--- src/inc/pulse_gen_pkg.sv ---
// Constants, field layouts and carrier types for the reloadable pulse generator pair
// Notes on behaviour
// Entering Low, the counter loads the Low width straight from its reload register.
// Entering High, the counter loads the High width from the internal buffer.
// Buffer captures the High reload at each High-to-Low, keeping width pairs consistent.
// A width underflow that changes the output sets the underflow flag to 1.
// Flag timing 0 sets flag at both pulse ends; 1 only at High end.
// Joined 16-bit channels set both underflow flags in the same cycle; the code sets each Low-to-High flag by its own channel's flag timing.
// Writing 0 to the underflow flag clears it; software acknowledges that way.
// Underflow interrupt enable at 1 raises the request while the flag is set.
// With polarity invert, the output idles High before start and after stop.
// Inverted: Low lasts T*(high reload+1), High lasts T*(low reload+1).
// Inverted with flag timing 1, the flag sets when the output Low pulse ends.
// Inverting the prescaler channel also inverts the clock it feeds the output side.
// Normal polarity: Low lasts T*(low reload+1), High lasts T*(high reload+1).
// Mode field 00 is standalone 8-bit, 01 is cascaded 8+8.
// Run enable 1 starts counting; 0 stops the channel.
// Clock divide 01 gives one count every four bus clocks.
// In 8+8 the output side counts on both edges of the prescaler output.
// In 8+8 the output side ignores its own clock divide field.
// Clock divide 00,01,10,11 give one count per 1,4,16,64 clocks.
// Joined 16-bit mode concatenates two 8-bit reloads into one 16-bit width.
// Writing 1 to the underflow flag leaves it unchanged.
// Stopped counter idles; after start it begins with a Low phase from low reload.
package pulse_gen_pkg;

  // ----------------------------------------
  // Sizes
  // ----------------------------------------
  localparam int ADDR_W = 8;
  localparam int DATA_W = 32;
  localparam int RELOAD_W = 8;
  localparam int COUNT_W = 16;
  localparam int PRE_W = 6;
  localparam int NUM_CH = 2;

  // ----------------------------------------
  // Register offsets
  // ----------------------------------------
  localparam logic [ADDR_W-1:0] OFF_MODE0 = 8'h00;
  localparam logic [ADDR_W-1:0] OFF_MODE1 = 8'h04;
  localparam logic [ADDR_W-1:0] OFF_LOW0 = 8'h08;
  localparam logic [ADDR_W-1:0] OFF_HIGH0 = 8'h0C;
  localparam logic [ADDR_W-1:0] OFF_LOW1 = 8'h10;
  localparam logic [ADDR_W-1:0] OFF_HIGH1 = 8'h14;
  localparam logic [ADDR_W-1:0] OFF_RUN = 8'h18;
  localparam logic [ADDR_W-1:0] OFF_POLARITY = 8'h1C;
  localparam logic [ADDR_W-1:0] OFF_STATUS = 8'h20;

  // ----------------------------------------
  // Mode control field positions
  // ----------------------------------------
  localparam int BIT_FLAG = 0;
  localparam int BIT_IRQ_EN = 1;
  localparam int BIT_TIMING = 2;
  localparam int BIT_DIV_LO = 3;
  localparam int BIT_MODE_LO = 5;

  // ----------------------------------------
  // Field encodings and reset values
  // ----------------------------------------
  localparam logic [1:0] MODE_SINGLE8 = 2'h0;
  localparam logic [1:0] MODE_CASCADE = 2'h1;
  localparam logic [1:0] MODE_JOIN16 = 2'h2;
  localparam logic [1:0] DIV_1 = 2'h0;
  localparam logic [1:0] DIV_4 = 2'h1;
  localparam logic [1:0] DIV_16 = 2'h2;
  localparam logic [PRE_W-1:0] LAST_DIV_1 = 6'h00;
  localparam logic [PRE_W-1:0] LAST_DIV_4 = 6'h03;
  localparam logic [PRE_W-1:0] LAST_DIV_16 = 6'h0F;
  localparam logic [PRE_W-1:0] LAST_DIV_64 = 6'h3F;
  localparam logic [RELOAD_W-1:0] RELOAD_RST = 8'h00;

  // ----------------------------------------
  // Carrier types
  // ----------------------------------------
  typedef struct packed {
    logic [ADDR_W-1:0] addr;
    logic [DATA_W-1:0] wdata;
    logic wr;
    logic rd;
  } reg_req_type;

  typedef struct packed {
    logic underflow_flag;
    logic underflow_irq_enable;
    logic flag_timing_select;
    logic [1:0] clock_divide_select;
    logic [1:0] operation_mode_select;
    logic [RELOAD_W-1:0] low_width_reload;
    logic [RELOAD_W-1:0] high_width_reload;
    logic run_enable_bit;
    logic polarity_invert;
    logic active;
    logic level;
    logic edge_seen;
    logic [COUNT_W-1:0] count;
    logic [COUNT_W-1:0] high_buffer;
    logic [PRE_W-1:0] pre;
  } chan_type;

  typedef struct packed {
    chan_type [NUM_CH-1:0] ch;
    logic [DATA_W-1:0] rdata;
  } state_type;

endpackage

--- src/hw/pulse_gen_pair.sv ---
// Pair of reloadable pulse generator channels with register port
`timescale 1ns/1ns
`default_nettype none
module pulse_gen_pair (
  input wire logic mclk,
  input wire logic rst,
  input wire pulse_gen_pkg::reg_req_type req,
  output logic [pulse_gen_pkg::DATA_W-1:0] reg_rdata,
  output logic [pulse_gen_pkg::NUM_CH-1:0] pulse_out,
  output logic [pulse_gen_pkg::NUM_CH-1:0] irq
);
  import pulse_gen_pkg::*;

  // ----------------------------------------
  // State
  // ----------------------------------------
  state_type s_q;
  state_type s_d;
  logic joined;
  logic cascade;
  logic [NUM_CH-1:0] go;
  logic [NUM_CH-1:0] tick_own;
  logic [NUM_CH-1:0] tick;
  logic [1:0] div_sel [NUM_CH];
  logic [PRE_W-1:0] div_last [NUM_CH];
  logic [COUNT_W-1:0] low_w [NUM_CH];
  logic [COUNT_W-1:0] high_w [NUM_CH];

  function automatic logic [DATA_W-1:0] mode_word(input chan_type c);
    logic [DATA_W-1:0] w;
    w = '0;
    w[BIT_FLAG] = c.underflow_flag;
    w[BIT_IRQ_EN] = c.underflow_irq_enable;
    w[BIT_TIMING] = c.flag_timing_select;
    w[BIT_DIV_LO +: 2] = c.clock_divide_select;
    w[BIT_MODE_LO +: 2] = c.operation_mode_select;
    return w;
  endfunction

  // ----------------------------------------
  // Next state
  // ----------------------------------------
  always_comb begin
    s_d = s_q;
    s_d.rdata = '0;
    joined = (s_q.ch[0].operation_mode_select == MODE_JOIN16);
    cascade = (s_q.ch[0].operation_mode_select == MODE_CASCADE);
    // Register writes
    if (req.wr) begin
      unique case (req.addr)
        OFF_MODE0, OFF_MODE1: begin
          for (int i = 0; i < NUM_CH; i++) begin
            if (req.addr == (i == 0 ? OFF_MODE0 : OFF_MODE1)) begin
              // Only a written 0 clears; a 1 leaves the flag alone
              if (!req.wdata[BIT_FLAG]) begin
                s_d.ch[i].underflow_flag = 1'b0;
              end
              s_d.ch[i].underflow_irq_enable = req.wdata[BIT_IRQ_EN];
              s_d.ch[i].flag_timing_select = req.wdata[BIT_TIMING];
              s_d.ch[i].clock_divide_select = req.wdata[BIT_DIV_LO +: 2];
              s_d.ch[i].operation_mode_select = req.wdata[BIT_MODE_LO +: 2];
            end
          end
        end
        OFF_LOW0: s_d.ch[0].low_width_reload = req.wdata[RELOAD_W-1:0];
        OFF_HIGH0: s_d.ch[0].high_width_reload = req.wdata[RELOAD_W-1:0];
        OFF_LOW1: s_d.ch[1].low_width_reload = req.wdata[RELOAD_W-1:0];
        OFF_HIGH1: s_d.ch[1].high_width_reload = req.wdata[RELOAD_W-1:0];
        OFF_RUN: begin
          s_d.ch[0].run_enable_bit = req.wdata[0];
          s_d.ch[1].run_enable_bit = req.wdata[1];
        end
        OFF_POLARITY: begin
          s_d.ch[0].polarity_invert = req.wdata[0];
          s_d.ch[1].polarity_invert = req.wdata[1];
        end
        default: ;
      endcase
    end
    // Channel engines
    for (int i = 0; i < NUM_CH; i++) begin
      // Joined pair runs as one counter on the even channel's run and divide settings
      go[i] = joined ? s_q.ch[0].run_enable_bit : s_q.ch[i].run_enable_bit;
      div_sel[i] = joined ? s_q.ch[0].clock_divide_select : s_q.ch[i].clock_divide_select;
      unique case (div_sel[i])
        DIV_1: div_last[i] = LAST_DIV_1;
        DIV_4: div_last[i] = LAST_DIV_4;
        DIV_16: div_last[i] = LAST_DIV_16;
        default: div_last[i] = LAST_DIV_64;
      endcase
      tick_own[i] = (s_q.ch[i].pre == div_last[i]);
      // Both edges of the prescaler output clock the output side; inversion
      // moves no edge, so the inverted feed keeps the same count rate
      tick[i] = (i == 0 && cascade) ? s_q.ch[1].edge_seen : tick_own[i];
      if (joined) begin
        low_w[i] = {s_q.ch[1].high_width_reload, s_q.ch[1].low_width_reload};
        high_w[i] = {s_q.ch[0].high_width_reload, s_q.ch[0].low_width_reload};
      end else begin
        low_w[i] = {8'h00, s_q.ch[i].low_width_reload};
        high_w[i] = {8'h00, s_q.ch[i].high_width_reload};
      end
      s_d.ch[i].edge_seen = 1'b0;
      if (!go[i]) begin
        s_d.ch[i].active = 1'b0;
        s_d.ch[i].level = 1'b0;
        s_d.ch[i].pre = '0;
      end else if (!s_q.ch[i].active) begin
        s_d.ch[i].active = 1'b1;
        s_d.ch[i].level = 1'b0;
        s_d.ch[i].count = low_w[i];
        s_d.ch[i].high_buffer = high_w[i];
        s_d.ch[i].pre = '0;
      end else begin
        s_d.ch[i].pre = tick_own[i] ? '0 : s_q.ch[i].pre + 6'h01;
        if (tick[i]) begin
          if (s_q.ch[i].count == '0) begin
            // N+1 ticks per phase: load N, count down to 0, then switch
            s_d.ch[i].edge_seen = 1'b1;
            s_d.ch[i].level = ~s_q.ch[i].level;
            if (s_q.ch[i].level) begin
              s_d.ch[i].count = low_w[i];
              s_d.ch[i].high_buffer = high_w[i];
              s_d.ch[i].underflow_flag = 1'b1;
            end else begin
              s_d.ch[i].count = s_q.ch[i].high_buffer;
              if (!s_q.ch[i].flag_timing_select) begin
                s_d.ch[i].underflow_flag = 1'b1;
              end
            end
          end else begin
            s_d.ch[i].count = s_q.ch[i].count - 16'h0001;
          end
        end
      end
    end
    // Read data, one cycle later
    if (req.rd) begin
      unique case (req.addr)
        OFF_MODE0: s_d.rdata = mode_word(s_q.ch[0]);
        OFF_MODE1: s_d.rdata = mode_word(s_q.ch[1]);
        OFF_LOW0: s_d.rdata = {24'h00_0000, s_q.ch[0].low_width_reload};
        OFF_HIGH0: s_d.rdata = {24'h00_0000, s_q.ch[0].high_width_reload};
        OFF_LOW1: s_d.rdata = {24'h00_0000, s_q.ch[1].low_width_reload};
        OFF_HIGH1: s_d.rdata = {24'h00_0000, s_q.ch[1].high_width_reload};
        OFF_RUN: s_d.rdata = {30'h0000_0000, s_q.ch[1].run_enable_bit, s_q.ch[0].run_enable_bit};
        OFF_POLARITY: s_d.rdata = {30'h0000_0000, s_q.ch[1].polarity_invert, s_q.ch[0].polarity_invert};
        OFF_STATUS: s_d.rdata = {28'h000_0000, pulse_out, s_q.ch[1].active, s_q.ch[0].active};
        default: s_d.rdata = '0;
      endcase
    end
  end

  // ----------------------------------------
  // Registers
  // ----------------------------------------
  always_ff @(posedge mclk or posedge rst) begin
    if (rst) begin
      s_q <= '0;
    end else begin
      s_q <= s_d;
    end
  end

  // ----------------------------------------
  // Outputs
  // ----------------------------------------
  assign reg_rdata = s_q.rdata;
  for (genvar g = 0; g < NUM_CH; g++) begin : g_out
    // Idle level is raw Low, so inversion idles the pin High
    assign pulse_out[g] = s_q.ch[g].level ^ s_q.ch[g].polarity_invert;
    assign irq[g] = s_q.ch[g].underflow_flag & s_q.ch[g].underflow_irq_enable;
  end

endmodule
`default_nettype wire

--- config.mk ---
export PLATFORM = sky130hd
export DESIGN_NAME = pulse_gen_pair
export DESIGN_NICKNAME = d
export VERILOG_FILES = /design/src/inc/pulse_gen_pkg.sv /design/src/hw/pulse_gen_pair.sv
export SDC_FILE = /design/constraint.sdc
export NUM_CORES = 1
export LEC_CHECK = 0
export BUFFER_PORTS_ARGS = -buffer_cell sky130_fd_sc_hd__buf_2
export CAP_MARGIN = 20
export CORE_UTILIZATION = 40
export DETAILED_ROUTE_END_ITERATION = 7
export GPL_TIMING_DRIVEN = 0
export PLACE_DENSITY_LB_ADDON = 0.3
export SETUP_SLACK_MARGIN = 0.3
export SYNTH_ARGS = -nofsm -noshare
export SYNTH_HDL_FRONTEND = slang
export SYNTH_SLANG_ARGS = --single-unit
--- constraint.sdc ---
create_clock -name mclk -period 8.9 [get_ports mclk]
set_input_delay 0.445 -clock mclk [delete_from_list [all_inputs] [get_ports mclk]]
set_output_delay 0.445 -clock mclk [all_outputs]
set_load 0.02 [all_outputs]
==> metrics.yaml <==
grt_max_degree: 94
ff_latch_area_sq_um: 3480
leakagePower_nw: 4.11
synth_edf_count: 0
netlist_area_sq_um: 8010
clock_sinks: 139
synth.top_cell.area_share: 0.434
num_vias: 6892
clock-root-buffer: "clkbuf_16"
rsz0062_at_grt: "false"
crit_type: "flip-flop to flip-flop"
clkLatencyLatePin_ns: 0.43
place_congestion: 0.919
synth.avg_cell_area_sq_um: 9.60
ys_ff_latch: 139
critPathArrivalTime_ns: 3.22
ys_seq_area_frac: 0.434
synth.distinct_cells: 73
hold_violations: 0
die_w_um: 144
fmax_mhz: 338
synth_top_area_cell: "dfrtp_1"
synthArstFlopShare: 1.00
grt_pass1_vias: 6414
clock_path_buffers: 2
avgRoutedWirePerCell_um: 20.2
antenna_found_initial: 0
core-area_sq_um: 19500
dieHeight_um: 144
via_per_inst: 5.81
multi_input_area_sq_um: 4110
outcome: "finished, final reports clean"
netlist_instances: 835
synth_ff_type: "dfrtp_1"
final.setup_skew_ns: 0.0109
post_cts_buffers: 0
power_w: 0.00233
final.setup.tns_ns: 0
cp-end-kind: "flip-flop"
power_density_nw_per_um2: 254
setup_viol: 0
drc_errors: 0
cts_tree: "done"
critPathLaunchType: "flip-flop"
dp_hpwl_mm: 17.4
slew_viol_final: 0
io_buffers: 29
drv_cap: 0
drt_pre_antenna_iters: 8
fill_cells: 1920
antenna_cells: 0
cts-htree-levels: 4
initial_core_util: 0.410
grt-ovfl-total: 0
peakVddDrop_uv: 144
yosys-top-cells-area: "dfrtp_1 43%, mux2_2 7.7%, nand2_1 5.2%"
ioPinCount: 80
period_share: 0.332
numCtsBuffers: 17
drt-total-wl_mm: 23.9
post_cts_resize_count: 0
hp-class: "primary input to async pin"
relSlewSlack: 0.350
fin_util: 0.471
nets: 958
ys_warn_count: 0
layout-drive-gt1-share: 0.195
clkTransAtPathRegs_ns: 0.07
critPathMaxFanout: 10
drt_iter0_drc: 821
grt_pass1_wl_mm: 37.3
hold_buffers: 0
cp.required_ns: 9.17
die-area_sq_um: 20600
fp-row-count: 51
grt_usage: 0.246
layout-area-overhead-vs-synth_pct: 14.7
antenna_left: 0
worst_pin_slew_ns: 0.972
fin_crit_ns: 2.96
-- per-layer routing --
metal | track usage | vias up | part of all wire | wire length (um)
met4 | 0.0974 | 0 | 0.030 | 724
met2 | 0.376 | 296 | 0.45 | 10800
met5 | 0 | - | 0 | 0
li1 | - | 3156 | - | -
met1 | 0.347 | 3390 | 0.45 | 10900
met3 | 0.0380 | 50 | 0.064 | 1530
-- layout make-up --
class,instances,share of cell area
sequential,139,0.378
buffer,72,0.0463
timing repair buffer,31,0.0193
inverter,22,0.00953
clock inverter,12,0.0135
tap,265,0.0361
multi-input combinational,625,0.447
clock buffer,20,0.0497
-- synthesized netlist by cell type (7+ instances only) --
cell type,n
nand3_1,21
nand4_1,7
mux2i_1,15
nand2_1,110
o31ai_1,23
a32o_1,7
a22oi_1,11
nor4_1,8
clkbuf_1,31
a21boi_0,7
xor2_1,13
mux2_2,55
a21oi_1,33
a221oi_1,9
a31oi_1,19
or3_1,9
dfrtp_1,139
nor2b_1,7
and2_1,8
o21ai_0,27
xnor2_1,17
buf_4,32
nor2_1,63
nor3_1,28
o31ai_2,8
inv_1,22
-- cells by family after synthesis --
logic type | Yosys count | synth area share
fa+ha+maj | 6 | 0.00937
xor+xnor | 30 | 0.0328
buf+inv | 94 | 0.0634
compound gates | 195 | 0.178
other cells | 1 | 0.000468
flops | 139 | 0.434
simple gates | 295 | 0.179
mux | 75 | 0.103
-- power breakdown --
part / switching [W] / internal (W) / total, W / leakage (nW)
registers: 0.000105 / 0.000715 / 0.000820 / 1.87
clock network: 0.000300 / 0.000407 / 0.000707 / 0.285
logic: 0.000495 / 0.000311 / 0.000806 / 1.96
total: 0.000900 / 0.00143 / 0.00233 / 4.11
-- worst max-delay path, stage by stage (launching register included) --
cell      delay (ns)
dfrtp_1         0.36
clkbuf_1        0.18
nor4_2          0.59
nand4_1         0.43
o21ai_2         0.41
o311ai_1        0.35
clkbuf_1        0.30
nand2_1         0.11
o21ai_0         0.07
-- metrics by stage --
stage	hold WS [ns]	setup slack, ns	cells	cell area [sq um]
global placement	0.469	3.01	1152	8580
CTS	0.0514	6.07	1185	9190
global route	0.0640	5.75	1186	9200
floorplan	0.444	4.73	858	8100
detailed placement	0.479	5.73	1153	8610
finish	0.0356	5.94	1186	9200
-- registers in the layout, indices dropped and copies added, names as in the netlist --
name	count
s_q	128
go	1
div_sel	2
reg_rdata	8
-- worst paths after layout --
| kind | cells after the start | slack, ns | startpoint | to |
|---|---|---|---|---|
| setup / recovery | 8 | 5.94 | s_q[60] | s_q[52] |
| hold / removal | 2 | 0.04 | rst | s_q[62] |
| setup reg to reg | 8 | 5.94 | s_q[60] | s_q[52] |
| hold reg to reg | 2 | 0.49 | s_q[52] | s_q[52] |
| max in group asynchronous | 3 | 8.05 | rst | s_q[98] |
| min in group mclk | 2 | 0.35 | req[9] | s_q[156] |
-- cells in the final DEF, fill, tap and decap left out, types with 6 or more instances in the layout --
cell type / Yosys / layout
dfrtp_1: 139 / 139
inv_1: 22 / 21
a32o_1: 7 / 7
a21boi_0: 7 / 7
nor4_1: 8 / 8
buf_2: 4 / 33
nor2_1: 63 / 63
inv_6: 0 / 8
nor3_1: 28 / 28
mux2_2: 55 / 55
or4_1: 6 / 6
a22o_1: 6 / 6
nand3_1: 21 / 21
o31ai_2: 8 / 8
xor2_1: 13 / 13
clkbuf_1: 31 / 32
clkbuf_16: 0 / 17
a31oi_1: 19 / 19
a21oi_1: 33 / 33
o21ai_0: 27 / 27
nor2b_1: 7 / 7
nand2_1: 110 / 110
xnor2_1: 17 / 17
conb_1: 1 / 24
o31ai_1: 23 / 23
nand4_1: 7 / 7
or3_1: 9 / 9
ha_1: 6 / 6
and2_1: 8 / 8
mux2i_1: 15 / 15
buf_4: 32 / 32
a221oi_1: 9 / 9
a22oi_1: 11 / 11
(Power assumes the default switching activity.)
